## src/dtm_pkg.sv

```systemverilog
package dtm_pkg;

   // ****************************************
   // Register indices (byte address is 4x)
   // ****************************************
   localparam logic [7:0] DTM_IDX_TIMER_CONTROL = 8'h88;
   localparam logic [7:0] DTM_IDX_TIMER_MODE = 8'h89;
   localparam logic [7:0] DTM_IDX_TIMER_A_LOW = 8'h8a;
   localparam logic [7:0] DTM_IDX_TIMER_B_LOW = 8'h8b;
   localparam logic [7:0] DTM_IDX_TIMER_A_HIGH = 8'h8c;
   localparam logic [7:0] DTM_IDX_TIMER_B_HIGH = 8'h8d;

   // ****************************************
   // Reset values
   // ****************************************
   localparam logic [7:0] DTM_TIMER_CONTROL_RST = 8'h00;
   localparam logic [7:0] DTM_TIMER_MODE_RST = 8'h00;
   localparam logic [7:0] DTM_COUNT_RST = 8'h00;

   // ****************************************
   // Timer mode fields, per timer nibble
   // ****************************************
   localparam int DTM_TIMER_STRIDE = 4;
   localparam int DTM_GATE_BIT = 3;
   localparam int DTM_SOURCE_BIT = 2;
   localparam int DTM_MODE_FIELD_HIGH = 1;
   localparam int DTM_MODE_FIELD_LOW = 0;

   // ****************************************
   // Timer control fields
   // ****************************************
   localparam int DTM_RUN_A_BIT = 4;
   localparam int DTM_FLAG_A_BIT = 5;
   localparam int DTM_RUN_B_BIT = 6;
   localparam int DTM_FLAG_B_BIT = 7;
   localparam int DTM_RUN_STRIDE = 2;

   // ****************************************
   // Timing
   // ****************************************
   localparam int DTM_MACHINE_CYCLE_CLKS = 12;
   localparam logic [4:0] DTM_PRESCALE_MAX = 5'h1f;

   typedef enum logic [1:0] {
      DTM_MODE_PRESCALE,
      DTM_MODE_CASCADE,
      DTM_MODE_RELOAD,
      DTM_MODE_SPLIT
   } dtm_mode_t;

endpackage

```

## src/dtm_dual_timer.sv

```systemverilog
`timescale 1ns/1ps
`default_nettype none

module dtm_dual_timer
   import dtm_pkg::*;
#(
   parameter int ADDR_W = 12
) (
   input wire logic clk,
   input wire logic rst,
   input wire logic wbCyc,
   input wire logic wbStb,
   input wire logic wbWe,
   input wire logic [ADDR_W-1:0] wbAdr,
   input wire logic [3:0] wbSel,
   input wire logic [31:0] wbDatW,
   output logic [31:0] wbDatR,
   output logic wbAck,
   input wire logic extIrqPinA,
   input wire logic extIrqPinB,
   input wire logic countPinA,
   input wire logic countPinB,
   output logic overflowFlagA,
   output logic overflowFlagB
);

   // ****************************************
   // State
   // ****************************************
   logic [7:0] timerControl_q, timerControl_d;
   logic [7:0] timerMode_q;
   logic [7:0] timerALowByte_q, timerAHighByte_q;
   logic [7:0] timerBLowByte_q, timerBHighByte_q;
   logic [3:0] cycleCnt_q;
   logic [1:0] sample_q, samplePrev_q;
   logic ack_q;
   logic [31:0] datR_q;

   // ****************************************
   // Bus decode
   // ****************************************
   wire [7:0] regIdx = wbAdr[9:2];
   wire busReq = wbCyc & wbStb;
   wire busWrite = busReq & wbWe & ack_q & wbSel[0];
   wire hitCtrl = regIdx == DTM_IDX_TIMER_CONTROL;
   wire hitMode = regIdx == DTM_IDX_TIMER_MODE;
   wire hitALow = regIdx == DTM_IDX_TIMER_A_LOW;
   wire hitBLow = regIdx == DTM_IDX_TIMER_B_LOW;
   wire hitAHigh = regIdx == DTM_IDX_TIMER_A_HIGH;
   wire hitBHigh = regIdx == DTM_IDX_TIMER_B_HIGH;
   wire upperZero = (ADDR_W <= 10) || (wbAdr >> 10) == '0;
   wire wrCtrl = busWrite & upperZero & hitCtrl;
   wire wrMode = busWrite & upperZero & hitMode;
   wire wrALow = busWrite & upperZero & hitALow;
   wire wrBLow = busWrite & upperZero & hitBLow;
   wire wrAHigh = busWrite & upperZero & hitAHigh;
   wire wrBHigh = busWrite & upperZero & hitBHigh;
   wire [7:0] wrByte = wbDatW[7:0];
   wire [7:0] readByte = !upperZero ? 8'h00 :
      hitCtrl ? timerControl_q :
      hitMode ? timerMode_q :
      hitALow ? timerALowByte_q :
      hitBLow ? timerBLowByte_q :
      hitAHigh ? timerAHighByte_q :
      hitBHigh ? timerBHighByte_q : 8'h00;

   // ****************************************
   // Machine cycle tick
   // ****************************************
   wire tick = cycleCnt_q == 4'(DTM_MACHINE_CYCLE_CLKS - 1);

   // ****************************************
   // Per-timer enable and event source
   // ****************************************
   wire [1:0] irqPin = {extIrqPinB, extIrqPinA};
   wire [1:0] countPin = {countPinB, countPinA};
   logic [1:0] enable, fall, countEvent;
   dtm_mode_t mode [2];

   genvar g;
   generate
      for (g = 0; g < 2; g++) begin : gTimer
         localparam int B = g * DTM_TIMER_STRIDE;
         wire gateBit = timerMode_q[B + DTM_GATE_BIT];
         wire srcBit = timerMode_q[B + DTM_SOURCE_BIT];
         wire runBit = timerControl_q[DTM_RUN_A_BIT + g * DTM_RUN_STRIDE];
         assign mode[g] = dtm_mode_t'({timerMode_q[B + DTM_MODE_FIELD_HIGH],
            timerMode_q[B + DTM_MODE_FIELD_LOW]});
         assign enable[g] = runBit & (~gateBit | irqPin[g]);
         assign fall[g] = tick & samplePrev_q[g] & ~sample_q[g];
         assign countEvent[g] = srcBit ? fall[g] : tick;
      end
   endgenerate

   // ****************************************
   // Count step: {overflow, high, low}
   // ****************************************
   function automatic logic [16:0] dtm_step(input dtm_mode_t m,
      input logic inc, input logic [7:0] hi, input logic [7:0] lo);
      logic [16:0] r;
      r = {1'b0, hi, lo};
      if (inc) begin
         unique case (m)
            DTM_MODE_PRESCALE: begin
               r[4:0] = lo[4:0] + 5'h01;
               if (lo[4:0] == DTM_PRESCALE_MAX) begin
                  r[15:8] = hi + 8'h01;
                  r[16] = hi == 8'hff;
               end
            end
            DTM_MODE_CASCADE: begin
               r[15:0] = {hi, lo} + 16'h0001;
               r[16] = {hi, lo} == 16'hffff;
            end
            DTM_MODE_RELOAD: begin
               r[7:0] = (lo == 8'hff) ? hi : lo + 8'h01;
               r[16] = lo == 8'hff;
            end
            DTM_MODE_SPLIT: begin
               r[7:0] = lo + 8'h01;
               r[16] = lo == 8'hff;
            end
         endcase
      end
      return r;
   endfunction

   wire splitA = mode[0] == DTM_MODE_SPLIT;
   wire runB = timerControl_q[DTM_RUN_B_BIT];
   wire incA = enable[0] & countEvent[0];
   wire incB = enable[1] & countEvent[1] & (mode[1] != DTM_MODE_SPLIT);
   wire incAHigh = splitA & runB & tick;
   wire [16:0] stepA = dtm_step(mode[0], incA, timerAHighByte_q,
      timerALowByte_q);
   wire [16:0] stepB = dtm_step(mode[1], incB, timerBHighByte_q,
      timerBLowByte_q);
   wire [8:0] stepAHigh = {1'b0, timerAHighByte_q} + {8'h00, incAHigh};
   wire [7:0] nextAHigh = splitA ? stepAHigh[7:0] : stepA[15:8];
   wire ovfA = stepA[16];
   wire ovfB = splitA ? (incAHigh & timerAHighByte_q == 8'hff) : stepB[16];

   // Hardware set wins over a software clear in the same cycle
   always_comb begin
      timerControl_d = wrCtrl ? wrByte : timerControl_q;
      timerControl_d[DTM_FLAG_A_BIT] = timerControl_d[DTM_FLAG_A_BIT] | ovfA;
      timerControl_d[DTM_FLAG_B_BIT] = timerControl_d[DTM_FLAG_B_BIT] | ovfB;
   end

   // ****************************************
   // Registers
   // ****************************************
   always_ff @(posedge clk) begin
      if (rst || tick) begin
         cycleCnt_q <= 4'h0;
      end else begin
         cycleCnt_q <= cycleCnt_q + 4'h1;
      end
   end

   always_ff @(posedge clk) begin
      if (rst) begin
         sample_q <= 2'h0;
         samplePrev_q <= 2'h0;
      end else if (tick) begin
         sample_q <= countPin;
         samplePrev_q <= sample_q;
      end
   end

   always_ff @(posedge clk) begin
      if (rst) begin
         timerControl_q <= DTM_TIMER_CONTROL_RST;
         timerMode_q <= DTM_TIMER_MODE_RST;
      end else begin
         timerControl_q <= timerControl_d;
         timerMode_q <= wrMode ? wrByte : timerMode_q;
      end
   end

   // Software writes to a count byte win over counting
   always_ff @(posedge clk) begin
      if (rst) begin
         timerALowByte_q <= DTM_COUNT_RST;
         timerAHighByte_q <= DTM_COUNT_RST;
         timerBLowByte_q <= DTM_COUNT_RST;
         timerBHighByte_q <= DTM_COUNT_RST;
      end else begin
         timerALowByte_q <= wrALow ? wrByte : stepA[7:0];
         timerAHighByte_q <= wrAHigh ? wrByte : nextAHigh;
         timerBLowByte_q <= wrBLow ? wrByte : stepB[7:0];
         timerBHighByte_q <= wrBHigh ? wrByte : stepB[15:8];
      end
   end

   always_ff @(posedge clk) begin
      if (rst) begin
         ack_q <= 1'b0;
         datR_q <= 32'h0000_0000;
      end else begin
         ack_q <= busReq & ~ack_q;
         datR_q <= (busReq & ~ack_q) ? {24'h000000, readByte} : datR_q;
      end
   end

   assign wbAck = ack_q;
   assign wbDatR = datR_q;
   assign overflowFlagA = timerControl_q[DTM_FLAG_A_BIT];
   assign overflowFlagB = timerControl_q[DTM_FLAG_B_BIT];

   // ****************************************
   // Assertions
   // ****************************************
   wire anyWr = wrALow | wrAHigh | wrBLow | wrBHigh | wrCtrl | wrMode;

   property p_reset_zero;
      @(posedge clk) rst |=> timerMode_q == 8'h00 && timerControl_q == 8'h00;
   endproperty
   a_reset_zero: assert property (p_reset_zero)
      else $error("mode or control not zero after reset");

   property p_tick_period;
      @(posedge clk) disable iff (rst) tick |=> !tick ##10 !tick ##1 tick;
   endproperty
   a_tick_period: assert property (p_tick_period)
      else $error("machine cycle tick not every 12 clocks");

   property p_gate_blocks;
      @(posedge clk) disable iff (rst)
      timerMode_q[DTM_GATE_BIT] && !extIrqPinA && !anyWr
      |=> $stable(timerALowByte_q);
   endproperty
   a_gate_blocks: assert property (p_gate_blocks)
      else $error("timer A counted while gated off");

   property p_free_run;
      @(posedge clk) disable iff (rst)
      !timerMode_q[DTM_GATE_BIT] && !timerMode_q[DTM_SOURCE_BIT]
      && mode[0] == DTM_MODE_CASCADE && timerControl_q[DTM_RUN_A_BIT]
      && tick && !anyWr
      |=> {timerAHighByte_q, timerALowByte_q}
         == $past({timerAHighByte_q, timerALowByte_q}) + 16'h0001;
   endproperty
   a_free_run: assert property (p_free_run)
      else $error("timer A missed a machine cycle");

   property p_counter_src;
      @(posedge clk) disable iff (rst)
      timerMode_q[DTM_SOURCE_BIT] && !fall[0] && !anyWr
      |=> $stable(timerALowByte_q);
   endproperty
   a_counter_src: assert property (p_counter_src)
      else $error("counter advanced without pin edge");

   property p_prescale_carry;
      @(posedge clk) disable iff (rst)
      mode[0] == DTM_MODE_PRESCALE && incA && !anyWr
      && timerALowByte_q[4:0] == 5'h1f
      |=> timerALowByte_q[4:0] == 5'h00
         && timerAHighByte_q == $past(timerAHighByte_q) + 8'h01;
   endproperty
   a_prescale_carry: assert property (p_prescale_carry)
      else $error("prescaler did not carry into high byte");

   property p_reload;
      @(posedge clk) disable iff (rst)
      mode[1] == DTM_MODE_RELOAD && incB && timerBLowByte_q == 8'hff
      && !splitA && !anyWr
      |=> timerBLowByte_q == timerBHighByte_q && overflowFlagB;
   endproperty
   a_reload: assert property (p_reload)
      else $error("low byte not reloaded from high byte");

   property p_split_high;
      @(posedge clk) disable iff (rst)
      splitA && runB && tick && !anyWr
      |=> timerAHighByte_q == $past(timerAHighByte_q) + 8'h01;
   endproperty
   a_split_high: assert property (p_split_high)
      else $error("split high byte not counting on timer B run");

   property p_b_frozen;
      @(posedge clk) disable iff (rst)
      mode[1] == DTM_MODE_SPLIT && !anyWr
      |=> $stable({timerBHighByte_q, timerBLowByte_q});
   endproperty
   a_b_frozen: assert property (p_b_frozen)
      else $error("timer B moved in mode 11");

   property p_run_off;
      @(posedge clk) disable iff (rst)
      !timerControl_q[DTM_RUN_A_BIT] && !splitA && !anyWr
      |=> $stable({timerAHighByte_q, timerALowByte_q});
   endproperty
   a_run_off: assert property (p_run_off)
      else $error("timer A counted with run bit clear");

   property p_fall_detect;
      @(posedge clk) disable iff (rst)
      tick && countPinA ##1 (!tick)[*1] ##10 !tick ##1 (tick && !countPinA)
      ##1 (!tick)[*1] ##10 1'b1 |-> ##1 fall[0];
   endproperty
   a_fall_detect: assert property (p_fall_detect)
      else $error("high-to-low pin transition not detected");

endmodule

`default_nettype wire

```

## config.mk

```make
export PLATFORM = sky130hd
export DESIGN_NAME = dtm_dual_timer
export DESIGN_NICKNAME = d
export VERILOG_FILES = /design/src/dtm_pkg.sv /design/src/dtm_dual_timer.sv
export SDC_FILE = /design/constraint.sdc
export NUM_CORES = 1
export LEC_CHECK = 0
export BUFFER_PORTS_ARGS = -buffer_cell sky130_fd_sc_hd__buf_4
export CAP_MARGIN = 20
export CORE_ASPECT_RATIO = 0.75
export CORE_UTILIZATION = 43
export DETAILED_ROUTE_END_ITERATION = 7
export PLACE_DENSITY = 0.67
export SLEW_MARGIN = 20
export SYNTH_ARGS = -nofsm -noshare
export SYNTH_HDL_FRONTEND = slang
export SYNTH_SLANG_ARGS = --single-unit
```

## constraint.sdc

```tcl
create_clock -name clk -period 2.1 [get_ports clk]
set_clock_uncertainty 0.1 [all_clocks]
set_input_delay 0.21 -clock clk [delete_from_list [all_inputs] [get_ports clk]]
set_output_delay 0.21 -clock clk [all_outputs]
set_load 0.1 [all_outputs]
```

==> summary.txt <==
Run status
  – Outcome: finished, violations left
  – Failing checks: setup timing

Critical path
  – CP endpoint kind: flip-flop
  – CP Launch Point: cycleCnt_q[0]
  – Startpoint types: flip-flop
  – Launch point of the worst reg-to-reg path: cycleCnt_q[0]
  – Worst Path Arrival: 2.28 ns
  – Worst path required time: 2.24 ns
  – Crit Path Max Fanout: 7
  – Setup Crit Path Kind: flip-flop to flip-flop

Synthesis
  – Synth top area share: 28.6%
  – Synth Cell Area: 4550 µm²
  – EDFF count, synth: 0
  – Yosys warnings: 0
  – Flops & latches, synth: 65
  – Cell taking the most area after synthesis: dfxtp_1
  – Register area share after synthesis: 28.6%
  – Async S/R FF share, synth: 0%
  – Unique masters post-synth: 74
  – Main area contributors after synthesis: dfxtp_1 (29%), nand2_1 (5.1%), nor2_1 (4.7%)
  – Ys flop type: dfxtp_1
  – Post-synthesis cell count: 565
  – Post-Syn Area per Cell: 8.06 µm²

Global routing
  – Met3 Use GR: 8.42%
  – Met1 Resource Use GR: 38.9%
  – Global routing usage on met2: 40.0%
  – Number of global-route vias before repair: 4,390
  – Largest net degree at the start of global routing: 33
  – GR peak layer: met2
  – Global-route usage over all layers: 27.6%
  – Initial antenna violation count: 0
  – First-pass GRT wire length: 23.2 mm
  – GRT overflow: 0

Floorplan
  – Die X: 121 µm
  – Die area: 11,000 µm²
  – Row count: 32
  – Initial Util: 44.2%
  – Die height: 91.1 µm
  – Core area: 10,300 µm²
  – I/O pins: 92

Clock network
  – Worst-path clk slew: 0.06 ns
  – CTS tree: built
  – Number of CTS-inserted buffers: 9
  – Clock Sink Count: 65
  – Clk buf depth: 2
  – H-tree depth: 3
  – Clock root cell: clkbuf_16
  – Clk Latency, worst-skew pair: 0.34 ns

Routing
  – Initial DRC count: 434
  – 1st-pass router iterations: 5
  – Vias per Instance: 6.03
  – DRT antenna net count: 0
  – DRC errors left: 0
  – Routed wire length: 15.1 mm
  – Average wire per standard cell: 18.8 µm
  – Via count: 4,852

Timing
  – Tmin final: 2.13 ns
  – Fin crit share: 102%
  – RSZ-0062 raised after global routing: true
  – Worst slew margin: 65.1%
  – Final slew viol count: 0
  – Final setup margin: -0.0317 ns
  – # setup viols final: 2
  – Final hold vios: 0
  – Worst Tran Pin Value: 0.523 ns
  – Highest clock rate: 0.469 GHz

Placement
  – Final HPWL DP: 11.4 mm
  – Post-DP Area: 5370 µm²
  – Placed cells: 782
  – GPL Wtd Cong: 0.963
  – Pre-CTS setup slack: -0.219 ns
  – IO Port Bufs: 38

Power and ir drop
  – Switching share of power: 28.6%
  – Lkg Pwr: 2.31 nW
  – Sequential power share: 39.9%
  – Comb power frac: 11.8%
  – Cell area power density: 530 nW/µm²
  – Int Pwr: 0.00223 W
  – VDD IR max: 0.539 mV
  – Sw power: 0.000892 W
  – Clk pwr share: 48.2%

Flow run
  – Max Cap Violations: 0

Layout
  – Share of layout cells above drive strength 1: 31.1%
  – Nets: 732
  – Area taken by multi-input logic gates: 3130 µm²
  – Non-Filler Instances: 804
  – Diode count: 0
  – Area delta synth->final: 29.3%
  – Layout fillers: 921
  – FF+latch area: 1320 µm²
  – Final instance area: 5880 µm²

Min path
  – Hold Crit Class: input pin to flip-flop
  – HP Start: countPinB
cell usage after synthesis, types with 4 or more instances:
library cell / n
a211o_1: 7
a211oi_1: 8
a21oi_1: 40
a21oi_2: 4
a221oi_1: 6
a22oi_1: 9
a31o_2: 5
a31oi_1: 6
and3_1: 9
and4_1: 8
buf_2: 9
buf_4: 24
clkbuf_1: 19
dfxtp_1: 65
ha_1: 12
inv_1: 13
mux2i_1: 18
mux4_2: 5
nand2_1: 62
nand2b_1: 5
nand3_1: 23
nand4_1: 11
nand4b_1: 4
nor2_1: 57
nor3_1: 7
nor3b_1: 4
nor4_1: 4
o211ai_1: 7
o21ai_0: 25
o221ai_1: 4
or3_1: 6
xnor2_1: 11
xor2_1: 7
timing repair:
item | CTS | global route
hold buffers | 0 | 0
gates cloned | 0 | 1
setup buffers | 4 | 1
pin swaps | 9 | 14
resized for setup | 18 | 29
setup endpoints to repair | 17 | 24
cells in the final DEF, fill, tap and decap left out, drive strengths merged, types with 9 or more instances in the layout:
cell type / netlist / routed
a21oi: 44 / 44
a22oi: 9 / 9
and3: 9 / 9
buf: 37 / 120
clkbuf: 19 / 9
conb: 1 / 24
dfxtp: 65 / 65
ha: 12 / 12
inv: 13 / 14
mux2i: 18 / 18
nand2: 62 / 62
nand3: 25 / 25
nand4: 12 / 12
nor2: 57 / 57
nor3: 10 / 10
o21ai: 26 / 26
xnor2: 11 / 11
worst max-delay path, cell delays in order (launching register included):
cell	delay, ns
dfxtp_2	0.34
ha_4	0.16
buf_4	0.14
and3b_2	0.23
o2111ai_1	0.09
buf_4	0.20
o21ai_4	0.08
buf_6	0.15
a21boi_1	0.12
o211a_1	0.25
nor4_1	0.17
worst paths after layout:
path / endpoint / slack [ns] / depth (start not counted)
setup / recovery: timerAHighByte_q[0] / -0.03 / 10
hold / removal: sample_q[1] / 0.02 / 3
setup reg to reg: timerAHighByte_q[0] / -0.03 / 10
hold reg to reg: samplePrev_q[0] / 0.37 / 2
flip-flops by register name, indices dropped and copies added (netlist names):
name,count
cycleCnt_q,4
samplePrev_q,2
sample_q,2
timerAHighByte_q,8
timerALowByte_q,8
timerBHighByte_q,8
timerBLowByte_q,8
timerControl_q,8
timerMode_q,8
wbAck,1
wbDatR,8
stage by stage:
step,hold WS (ns),power [W],TNS [ns],utilization (%)
finish,0.0179,0.00312,-0.0603,57.2
global route,0.0138,0.00322,-0.680,57.2
CTS,0.0121,0.00312,-0.0286,56.0
detailed placement,0.363,0.00163,-2.41,52.2
global placement,0.338,0.00163,-1.78,52.2
floorplan,0.243,0.00157,0,-
power by group through the flow:
| stage | clock network [W] | logic (W) | registers, W |
|---|---|---|---|
| 2_1_floorplan | 0 | 0.000298 | 0.00128 |
| 3_3_place_gp | 0 | 0.000360 | 0.00127 |
| 5_1_grt | 0.00159 | 0.000384 | 0.00125 |
| 6_report | 0.00151 | 0.000370 | 0.00125 |
| 4_1_cts | 0.00152 | 0.000364 | 0.00124 |
| 3_5_place_dp | 0 | 0.000363 | 0.00127 |
cell families (layout without fill, tap and decap cells):
family / Yosys count / count (layout) / synth area share, %
fa+ha+maj: 13 / 13 / 3.52
other cells: 1 / 24 / 0.0824
simple gates: 220 / 220 / 25.4
flops: 65 / 65 / 28.6
buf+inv: 70 / 150 / 8.30
xor+xnor: 18 / 18 / 3.46
mux: 24 / 24 / 6.68
compound gates: 154 / 154 / 24.0
per-layer routing:
layer	part of all wire [%]	vias up
met5	0	-
met4	1.9	0
met3	10	33
met2	43	267
met1	45	2299
li1	-	2253
cell type report:
class	count	share of cell area (%)
multi-input cells	453	53.2
flip-flops and latches	65	22.3
repair buffers	121	15.7
clock buffers	9	3.83
well taps	136	2.89
clock inverters	7	1.19
inverters	13	0.829
Note: power is estimated with default switching activity, not from simulation.
